File: src/keypad_wake_defs.svh
/*
 * Register indexes, field positions, reset values and bus constants
 * of the keypad wake unit.
 * Assumes inclusion by bare name from the package and the modules.
 */
`ifndef KEYPAD_WAKE_DEFS_SVH
`define KEYPAD_WAKE_DEFS_SVH

// Register indexes; byte address is four times the index
`define KW_SC_INDEX 16'h003c
`define KW_PE_INDEX 16'h307c
`define KW_ES_INDEX 16'h307d
`define KW_IRQ_STATUS_INDEX 16'h3080
`define KW_IRQ_MASK_INDEX 16'h3081

// Status and control field positions
`define KW_SC_MODE_BIT 0
`define KW_SC_IRQ_EN_BIT 1
`define KW_SC_ACK_BIT 2
`define KW_SC_FLAG_BIT 3

// Sticky event status field positions
`define KW_EV_KEY_BIT 0
`define KW_EV_REFUSED_BIT 1
`define KW_EV_WIDTH 2

// Reset values
`define KW_PINS_RESET 8'h00
`define KW_EV_RESET 2'h0

// Bus constants
`define KW_HTRANS_NONSEQ_BIT 1
`define KW_HRESP_OKAY 1'b0

`endif

File: src/keypad_wake_pkg.sv
/*
 * Types shared by the keypad wake unit.
 * Assumes nothing beyond the constants header.
 */
package keypad_wake_pkg;

	// Register bus slave states
	typedef enum logic [3:0] {
		BUS_IDLE = 4'b0001,
		BUS_WRITE = 4'b0010,
		BUS_RD_WAIT = 4'b0100,
		BUS_RD_DONE = 4'b1000
	} bus_state_t;

endpackage

File: src/keypad_wake_unit.sv
/*
 * Keypad wake unit: up to eight key inputs with per-pin enable and
 * polarity, edge or edge-and-level detection, one event flag, interrupt
 * request and low-power wake request, reached over an AHB-Lite slave.
 * Assumes one clock, synchronous active-low reset, single word transfers
 * and pins that may be asynchronous to the clock.
 */
`timescale 1ns/100ps
`default_nettype none
`include "keypad_wake_defs.svh"

// Overview of operation
// - Eight pins, each with its own enable
// - Per pin: falling or rising; one mode bit adds level for all pins
// - One shared request, gated by interrupt enable
// - Keeps running in wait; event wakes processor
// - Stop3 detection works without the bus clock
// - Enabled pin event wakes from stop3 if enabled
// - Unchanged behaviour during background debug
// - Status/control, pin enable, polarity registers
// - Several instances, each with indexed registers
// - Sampled edges; rearm after all deasserted
// - Event sets flag; ack write clears it
// - Level mode: ack fails while pin asserted
// - Mode bit and polarity bit encodings
module keypad_wake_unit
	import keypad_wake_pkg::*;
#(
	parameter int PINS = 8,
	parameter int INSTANCE_INDEX = 0,
	parameter logic [15:0] INSTANCE_STRIDE = 16'h0010
) (
	input wire logic SYS_CLK,
	input wire logic RESET_N,
	input wire logic HSEL,
	input wire logic [31:0] HADDR,
	input wire logic [1:0] HTRANS,
	input wire logic HWRITE,
	input wire logic [2:0] HSIZE,
	input wire logic [31:0] HWDATA,
	input wire logic HREADY,
	output logic HREADYOUT,
	output logic HRESP,
	output logic [31:0] HRDATA,
	input wire logic [PINS-1:0] KEY_INPUT_PINS,
	input wire logic WAIT_MODE,
	input wire logic STOP3_MODE,
	output logic KEY_IRQ,
	output logic WAKE_REQ,
	output logic SYS_IRQ
);

	// Register offset for this instance
	localparam logic [15:0] INST_OFFSET =
		16'(INSTANCE_INDEX) * INSTANCE_STRIDE;

	// Decode one register word for this instance
	function automatic logic reg_hit(input logic [31:0] addr,
		input logic [15:0] index);
		logic [15:0] full;
		full = index + INST_OFFSET;
		reg_hit = (addr[1:0] == 2'h0) && (addr[31:18] == 14'h0000) &&
			(addr[17:2] == full);
	endfunction

	// Synchronised pin samples
	logic [PINS-1:0] pin_now;
	logic [PINS-1:0] pin_prev;

	// Software controls
	logic key_irq_enable;
	logic next_key_irq_enable;
	logic detect_mode_select;
	logic next_detect_mode_select;
	logic [PINS-1:0] pin_detect_enable;
	logic [PINS-1:0] next_pin_detect_enable;
	logic [PINS-1:0] pin_polarity_select;
	logic [PINS-1:0] next_pin_polarity_select;

	// Detection state
	logic key_event_flag;
	logic next_key_event_flag;
	logic armed;
	logic next_armed;

	// Sticky status and mask
	logic [`KW_EV_WIDTH-1:0] irq_status;
	logic [`KW_EV_WIDTH-1:0] next_irq_status;
	logic [`KW_EV_WIDTH-1:0] irq_mask;
	logic [`KW_EV_WIDTH-1:0] next_irq_mask;

	// Bus slave state
	bus_state_t bus_state;
	bus_state_t next_bus_state;
	logic [31:0] bus_addr;
	logic [31:0] next_bus_addr;
	logic [31:0] next_hrdata;

	// Per-pin decode
	logic [PINS-1:0] asserted_now;
	logic [PINS-1:0] asserted_prev;
	logic [PINS-1:0] asserted_raw;
	logic any_asserted;
	logic edge_seen;
	logic level_seen;
	logic key_event;

	// Bus decode
	logic addr_phase;
	logic wr_now;
	logic wr_sc;
	logic ack_write;
	logic ack_refused;
	logic [31:0] read_value;

	// Pins are synchronised before edge and level comparison; stop3 wake compares raw pins
	key_pin_sync #(
		.WIDTH(PINS)
	) u_sync (
		.clk(SYS_CLK),
		.reset_n(RESET_N),
		.pins(KEY_INPUT_PINS),
		.synced(pin_now),
		.previous(pin_prev)
	);

	// Asserted level per pin from its polarity bit
	generate
		for (genvar i = 0; i < PINS; i++) begin : g_pin
			// Polarity 1 means high or rising, 0 means low or falling
			assign asserted_now[i] = pin_detect_enable[i] &
				(pin_now[i] ~^ pin_polarity_select[i]);
			assign asserted_prev[i] = pin_detect_enable[i] &
				(pin_prev[i] ~^ pin_polarity_select[i]);
			assign asserted_raw[i] = pin_detect_enable[i] &
				(KEY_INPUT_PINS[i] ~^ pin_polarity_select[i]);
		end
	endgenerate

	// Edge and level detection
	always_comb begin
		any_asserted = |asserted_now;
		// Deasserted one cycle, asserted the next, while armed
		edge_seen = armed & |(asserted_now & ~asserted_prev);
		// Level counts only in edge-and-level mode
		level_seen = detect_mode_select & any_asserted;
		key_event = edge_seen | level_seen;
	end

	// Bus address phase and write decode
	always_comb begin
		addr_phase = HSEL & HREADY & HTRANS[`KW_HTRANS_NONSEQ_BIT];
		wr_now = (bus_state == BUS_WRITE);
		wr_sc = wr_now & reg_hit(bus_addr, `KW_SC_INDEX);
		ack_write = wr_sc & HWDATA[`KW_SC_ACK_BIT];
		// Level mode keeps the flag while any enabled pin is asserted
		ack_refused = ack_write & detect_mode_select & any_asserted;
	end

	// Next values of the software controls
	always_comb begin
		next_key_irq_enable = key_irq_enable;
		next_detect_mode_select = detect_mode_select;
		next_pin_detect_enable = pin_detect_enable;
		next_pin_polarity_select = pin_polarity_select;
		next_irq_mask = irq_mask;
		if (wr_sc) begin
			next_key_irq_enable = HWDATA[`KW_SC_IRQ_EN_BIT];
			next_detect_mode_select = HWDATA[`KW_SC_MODE_BIT];
		end
		if (wr_now && reg_hit(bus_addr, `KW_PE_INDEX)) begin
			next_pin_detect_enable = HWDATA[PINS-1:0];
		end
		if (wr_now && reg_hit(bus_addr, `KW_ES_INDEX)) begin
			next_pin_polarity_select = HWDATA[PINS-1:0];
		end
		if (wr_now && reg_hit(bus_addr, `KW_IRQ_MASK_INDEX)) begin
			next_irq_mask = HWDATA[`KW_EV_WIDTH-1:0];
		end
	end

	// Software control registers
	always_ff @(posedge SYS_CLK) begin
		if (!RESET_N) begin
			key_irq_enable <= 1'b0;
			detect_mode_select <= 1'b0;
			pin_detect_enable <= `KW_PINS_RESET;
			pin_polarity_select <= `KW_PINS_RESET;
			irq_mask <= `KW_EV_RESET;
		end else begin
			key_irq_enable <= next_key_irq_enable;
			detect_mode_select <= next_detect_mode_select;
			pin_detect_enable <= next_pin_detect_enable;
			pin_polarity_select <= next_pin_polarity_select;
			irq_mask <= next_irq_mask;
		end
	end

	// Next values of flag, arming and sticky status
	always_comb begin
		// Rearm only once every enabled pin is deasserted
		if (!any_asserted) begin
			next_armed = 1'b1;
		end else if (edge_seen) begin
			next_armed = 1'b0;
		end else begin
			next_armed = armed;
		end
		// A new event wins over an acknowledge in the same cycle
		if (key_event) begin
			next_key_event_flag = 1'b1;
		end else if (ack_write && !ack_refused) begin
			next_key_event_flag = 1'b0;
		end else begin
			next_key_event_flag = key_event_flag;
		end
		next_irq_status = irq_status;
		if (wr_now && reg_hit(bus_addr, `KW_IRQ_STATUS_INDEX)) begin
			next_irq_status = irq_status & ~HWDATA[`KW_EV_WIDTH-1:0];
		end
		// Set after clear so new events are never lost
		if (key_event) begin
			next_irq_status[`KW_EV_KEY_BIT] = 1'b1;
		end
		if (ack_refused) begin
			next_irq_status[`KW_EV_REFUSED_BIT] = 1'b1;
		end
	end

	// Flag, arming and status registers
	always_ff @(posedge SYS_CLK) begin
		if (!RESET_N) begin
			key_event_flag <= 1'b0;
			armed <= 1'b0;
			irq_status <= `KW_EV_RESET;
		end else begin
			key_event_flag <= next_key_event_flag;
			armed <= next_armed;
			irq_status <= next_irq_status;
		end
	end

	// Register read multiplexer; unmapped words read zero
	always_comb begin
		read_value = 32'h0000_0000;
		if (reg_hit(bus_addr, `KW_SC_INDEX)) begin
			// Flag is read only; acknowledge always reads zero
			read_value[`KW_SC_FLAG_BIT] = key_event_flag;
			read_value[`KW_SC_IRQ_EN_BIT] = key_irq_enable;
			read_value[`KW_SC_MODE_BIT] = detect_mode_select;
		end else if (reg_hit(bus_addr, `KW_PE_INDEX)) begin
			read_value[PINS-1:0] = pin_detect_enable;
		end else if (reg_hit(bus_addr, `KW_ES_INDEX)) begin
			read_value[PINS-1:0] = pin_polarity_select;
		end else if (reg_hit(bus_addr, `KW_IRQ_STATUS_INDEX)) begin
			read_value[`KW_EV_WIDTH-1:0] = irq_status;
		end else if (reg_hit(bus_addr, `KW_IRQ_MASK_INDEX)) begin
			read_value[`KW_EV_WIDTH-1:0] = irq_mask;
		end
	end

	// Bus slave sequencing; reads take one wait state
	always_comb begin
		next_bus_state = bus_state;
		next_bus_addr = bus_addr;
		next_hrdata = HRDATA;
		case (bus_state)
			BUS_IDLE, BUS_WRITE, BUS_RD_DONE: begin
				if (addr_phase) begin
					next_bus_addr = HADDR;
					next_bus_state = HWRITE ? BUS_WRITE : BUS_RD_WAIT;
				end else begin
					next_bus_state = BUS_IDLE;
				end
			end
			BUS_RD_WAIT: begin
				// Capture after any previous write has landed
				next_hrdata = read_value;
				next_bus_state = BUS_RD_DONE;
			end
			default: begin
				next_bus_state = BUS_IDLE;
			end
		endcase
	end

	// Bus slave registers
	always_ff @(posedge SYS_CLK) begin
		if (!RESET_N) begin
			bus_state <= BUS_IDLE;
			bus_addr <= 32'h0000_0000;
			HRDATA <= 32'h0000_0000;
		end else begin
			bus_state <= next_bus_state;
			bus_addr <= next_bus_addr;
			HRDATA <= next_hrdata;
		end
	end

	// Bus handshake and response
	assign HREADYOUT = (bus_state != BUS_RD_WAIT);
	assign HRESP = `KW_HRESP_OKAY;

	// Interrupt request keeps running in wait and debug alike
	assign KEY_IRQ = key_event_flag & key_irq_enable;

	// Sticky status gated by mask
	assign SYS_IRQ = |(irq_status & irq_mask);

	// Wake: flagged request in wait, flag or raw pin level in stop3
	assign WAKE_REQ = key_irq_enable & ((WAIT_MODE & key_event_flag) |
		(STOP3_MODE & (key_event_flag | |asserted_raw)));

endmodule
`default_nettype wire

File: src/key_pin_sync.sv
/*
 * Two-stage synchroniser for the key input pins plus one history stage.
 * Assumes pins may change at any time relative to the clock.
 */
`timescale 1ns/100ps
`default_nettype none

module key_pin_sync #(
	parameter int WIDTH = 8
) (
	input wire logic clk,
	input wire logic reset_n,
	input wire logic [WIDTH-1:0] pins,
	output logic [WIDTH-1:0] synced,
	output logic [WIDTH-1:0] previous
);

	logic [WIDTH-1:0] meta;
	logic [WIDTH-1:0] next_meta;
	logic [WIDTH-1:0] next_synced;
	logic [WIDTH-1:0] next_previous;

	// First stage feeds only the second stage
	always_comb begin
		next_meta = pins;
		next_synced = meta;
		next_previous = synced;
	end

	// Synchroniser and history registers
	always_ff @(posedge clk) begin
		if (!reset_n) begin
			meta <= '0;
			synced <= '0;
			previous <= '0;
		end else begin
			meta <= next_meta;
			synced <= next_synced;
			previous <= next_previous;
		end
	end

endmodule
`default_nettype wire

File: config.mk
export PLATFORM = sky130hd
export DESIGN_NAME = keypad_wake_unit
export DESIGN_NICKNAME = d
export VERILOG_FILES = /design/src/keypad_wake_pkg.sv /design/src/keypad_wake_unit.sv /design/src/key_pin_sync.sv
export VERILOG_INCLUDE_DIRS = /design/src /design/src/src
export SDC_FILE = /design/constraint.sdc
export NUM_CORES = 1
export LEC_CHECK = 0
export ABC_AREA = 1
export BUFFER_PORTS_ARGS = -buffer_cell sky130_fd_sc_hd__buf_2
export CAP_MARGIN = 20
export CORE_MARGIN = 1
export CORE_UTILIZATION = 52
export DETAILED_ROUTE_END_ITERATION = 8
export PLACE_DENSITY = 0.83
export SYNTH_ARGS = -nofsm -noshare
export SYNTH_HDL_FRONTEND = slang
export SYNTH_SLANG_ARGS = --single-unit
File: constraint.sdc
create_clock -name SYS_CLK -period 1.85 [get_ports SYS_CLK]
set_input_delay 0.4625 -clock SYS_CLK [delete_from_list [all_inputs] [get_ports SYS_CLK]]
set_output_delay 0.4625 -clock SYS_CLK [all_outputs]
set_load 0.005 [all_outputs]
### Word level (Yosys, flattened, before mapping)

Index checks and enable logic that the tools add are counted.

* register bits: 92
* input bits: 84

* bitwise operators: 68
* reductions and logical operators: 23
* equality and inequality tests: 11
* muxes and demuxes: 19

Operators by type and width (number)
* $eq A16 B14 Y1 const B: 4
* $and A1 B1 Y1: 36
* $reduce_or A8 Y1: 3
* $xnor A1 B1 Y1: 24
* $eq A16 B6 Y1 const B: 1
* $logic_not A14 Y1: 1
* $logic_and A1 B1 Y1: 11
* $mux W2: 5
* $and A8 B8 Y8: 1
* $mux W1: 8
* $mux W8: 1
* $not A8 Y8: 1
* $pmux W4 S2: 1
* $mux W3: 2
* $mux W6: 1
* $reduce_bool A2 Y1: 3
* $and A2 B2 Y2: 2
* $eq A4 B1 Y1 const B: 1
* $eq A4 B2 Y1 const B: 1
* $eq A4 B3 Y1 const B: 1
* $eq A4 B4 Y1 const B: 1
* $mux W4: 1
* $ne A4 B3 Y1 const B: 1
* $or A1 B1 Y1: 3
* other kinds (7): 7

### Longest topological paths before layout

* word-level depth: 11
* gate-level depth with buffers: 12
* mapped depth without buffers: 12

### Modules after synthesis

Synthesis repeated with hierarchy kept, for this count alone.

* cells, all modules: 579
* area total of the unflattened synthesis: 4215.3 µm²

By module, submodules not included
* keypad_wake_unit: cells an instance 505, area each 3532.1 µm², instances 1
* key_pin_sync: cells an instance 74, area each 683.2 µm², instances 1

### Worst setup path before layout

Ideal clock, no wire load.

* path kind: reg-to-output
* start point: register bus_state[1]
* end point: output HREADYOUT
* required time: 1.387 ns
* arrival time: 1.072 ns
* path slack: 0.315 ns
* stages on the path, launching flop included: 6
* cells stage by stage: dfxtp_1 > nor2_1 > inv_2 > nor3_2 > inv_1 > clkbuf_1

* longest elaborated chain between the ends: 1

Ends and longest elaborated chain
* start: declaration: RTL line keypad_wake_unit.sv:93 `bus_state_t bus_state;`
* start signal: assignment: RTL line keypad_wake_unit.sv:294 `bus_state <= next_bus_state;`
* $ne A4 B3 Y1: RTL line keypad_wake_unit.sv:301 `assign HREADYOUT = (bus_state != BUS_RD_WAIT);`
* end: declaration: RTL line keypad_wake_unit.sv:42 `output logic HREADYOUT,`

Every way passes these cells.

### Worst setup path in the final report

* start point: register pin_detect_enable[2]
* end point: output WAKE_REQ

* longest elaborated chain between the ends: 6

Ends and longest elaborated chain
* start: declaration: RTL line keypad_wake_unit.sv:75 `logic [PINS-1:0] pin_detect_enable;`
* start signal: assignment: RTL line keypad_wake_unit.sv:187 `` pin_detect_enable <= `KW_PINS_RESET; ``
* start signal: assignment: RTL line keypad_wake_unit.sv:193 `pin_detect_enable <= next_pin_detect_enable;`
* $and A1 B1 Y1: RTL line keypad_wake_unit.sv:135 `assign asserted_raw[i] = pin_detect_enable[i] &`
* $reduce_or A8 Y1: RTL line keypad_wake_unit.sv:312 `(STOP3_MODE & (key_event_flag | |asserted_raw)));`
* $or A1 B1 Y1: RTL line keypad_wake_unit.sv:312
* $and A1 B1 Y1: RTL line keypad_wake_unit.sv:312
* $or A1 B1 Y1: RTL line keypad_wake_unit.sv:311 `assign WAKE_REQ = key_irq_enable & ((WAIT_MODE & key_event_flag) |`
* $and A1 B1 Y1: RTL line keypad_wake_unit.sv:311
* end: declaration: RTL line keypad_wake_unit.sv:49 `output logic WAKE_REQ,`

Every way passes these cells.

==> out/metrics.cfg <==
[outcome]
outcome = finished, violations left
violations = setup timing

[place]
dp_hpwl_um = 7040
port_buffers = 67
gp_congestion = 0.829
dp.cells = 757

[detailed_routing]
vias_per_cell = 5.23
drt_iter0_drc = 272
totalWireLength_um = 10300
drcViolationCount = 0
wl_per_cell_um = 13.1
vias = 4123
dr.pass1.iters = 5
ant_nets = 0

[cts]
cts_max_path_buffers = 2
clk_latency_ns = 0.36
htreeDepth = 3
clockRootBuffer = clkbuf_8
clock_sinks = 92
clkTransAtPathRegs_ns = 0.09
numCtsBuffers = 9
hold_buffers = 0
tritoncts = yes

[yosys]
synth-async-reset-ratio = 0
ys.flop_type = dfxtp_1
synth_edf_count = 0
synth-seq-cells = 92
syn_area_um2 = 4260
yosysSeqAreaShare = 0.432
avgSynthCellArea_um2 = 7.21
synthCells = 591
synth_cell_types = 34
yosysWarnings = 0

[finish]
stdcell_count = 788
drive_gt1_frac = 0.246
final_common_cell = nand2_1
syn_to_final_growth_pct = 18.6
layout.nets = 766
layout_common_cells = nand2_1 (95), dfxtp_1 (84), inv_1 (80)
final_core_util = 0.647
diodes = 0

[die]
dieHeight_um = 92.5
start_util = 0.546
dieArea_um2 = 8560
die_x_um = 92.5
core_um2 = 7810
ioPinCount = 121
num_rows = 32

[grt]
first_global_vias = 3855
grt_max_degree = 38
antenna_found_initial = 0
globalRoute.totalOverflow = 0
globalRouteTotalUtil = 0.249
grt_pass1_wl_um = 16800

[power_and_ir_drop]
peakVddDrop_uv = 469
p_total_mw = 3.60
leakage_nw = 2.51
power-per-cell-area_nw_per_um2 = 712

[sta]
finalCritPeriodShare = 1.06
slew_viol_final = 0
setup_viol = 1
fmaxAchievable_mhz = 511
setup_slack_ns = -0.108
min_period_ns = 1.96
tns_ns = -0.108
rsz0062_at_grt = true
finalClockSkew_ns = 0.0134
hold_viol = 0

[worst_setup_path]
end_kind = output pin
critPathArrivalTime_ns = 1.50
critPathLaunchType = flop
crit_required_ns = 1.39
path_max_fanout = 3
critPathKind = reg -> out
max_stage_delay_ns = 0.38
critical-path-top-delay-family = compound AO/OA/AOI/OAI gates
path_buf_inv = 2
slowest_stage = dfxtp_1
crit_chain = inv_1 > a21oi_1 > o21ai_2 > nand4_1 > nor3_2 > o21ai_1 > buf_2

[hold_path]
hold_class = in -> reg

[job]
cap_violations = 0

-- final timing paths --
| check | cells after the start | endpoint | slack, ns | start |
|---|---|---|---|---|
| worst max register to register | 12 | HRDATA[5] | 0.07 | pin_polarity_select[5] |
| worst min-delay path | 2 | bus_state[2] | 0.29 | HWRITE |
| worst min register to register | 2 | u_sync.synced[7] | 0.42 | u_sync.meta[7] |
| worst max-delay path | 7 | WAKE_REQ | -0.11 | pin_detect_enable[2] |
-- per-stage QoR --
step                setup WS [ns]  hold WS [ns]  instance area (um^2)
global route               -0.165         0.271                  5050
floorplan                   0.315         0.390                  4350
CTS                        -0.130         0.277                  4950
detailed placement        -0.0708         0.398                  4680
finish                     -0.108         0.289                  5050
global placement          -0.0321         0.393                  4680
-- power by group --
part	internal (mW)	leakage [nW]	switching (mW)
Combinational	0.131	1.68	0.215
Clock	0.483	0.0831	0.700
Sequential	2.04	0.754	0.0290
-- synth_stat cells, types with 2 or more instances --
cell | count | area, um^2
o21ai_0 | 58 | 290
buf_6 | 2 | 22.5
clkbuf_1 | 13 | 48.8
inv_1 | 89 | 334
nand2_1 | 96 | 360
nor3_2 | 3 | 30.0
buf_2 | 3 | 15.0
xnor2_1 | 2 | 17.5
o21ai_1 | 10 | 50.1
nor2_4 | 4 | 45.0
dfxtp_1 | 92 | 1840
or2_2 | 2 | 12.5
nor2_1 | 44 | 165
a21oi_1 | 65 | 325
nor2_2 | 3 | 18.8
nand4_1 | 10 | 62.6
o22ai_1 | 4 | 25.0
buf_4 | 27 | 203
nand3_1 | 26 | 130
xor2_1 | 8 | 70.1
nor3_1 | 6 | 30.0
inv_2 | 12 | 45.0
-- sequential cells by signal, summed over array words and instances, names as in the netlist, 4 cells and up --
| name | cells |
|---|---|
| HRDATA | 8 |
| bus_addr | 32 |
| bus_state | 4 |
| pin_detect_enable | 8 |
| pin_polarity_select | 8 |
| u_sync.meta | 8 |
| u_sync.previous | 8 |
| u_sync.synced | 8 |
-- layer usage --
| layer | global-route usage | share of wire | up-vias | routed length (um) |
|---|---|---|---|---|
| met5 | 0 | 0 | - | 0 |
| met4 | 0.143 | 0.040 | 0 | 407 |
| met3 | 0.0443 | 0.065 | 41 | 666 |
| met2 | 0.410 | 0.48 | 169 | 4960 |
| met1 | 0.304 | 0.41 | 1898 | 4270 |
| li1 | - | - | 2015 | - |
-- final cells by class --
class                      instances  area [um^2]
clock buffer                      11          131
timing repair buffer             101          641
fill                             663         2760
clock inverter                     4         27.5
multi-input combinational        377         1890
inverter                         101          384
sequential                        92         1850
tap                              102          128
-- logic make-up (layout without fill, tap and decap cells) --
family | count (synthesis) | in the layout | synth area share
simple gates | 201 | 201 | 0.220
xor+xnor | 10 | 10 | 0.0206
flops | 92 | 92 | 0.432
compound gates | 141 | 141 | 0.170
other cells | 1 | 25 | 0.000880
buf+inv | 146 | 217 | 0.157
-- what timing repair did --
item,in CTS,in global routing
resized for setup,21,18
endpoints found under the setup margin,27,41
buffers inserted,10,6
pin swaps,5,9
(Power assumes the default switching activity.)
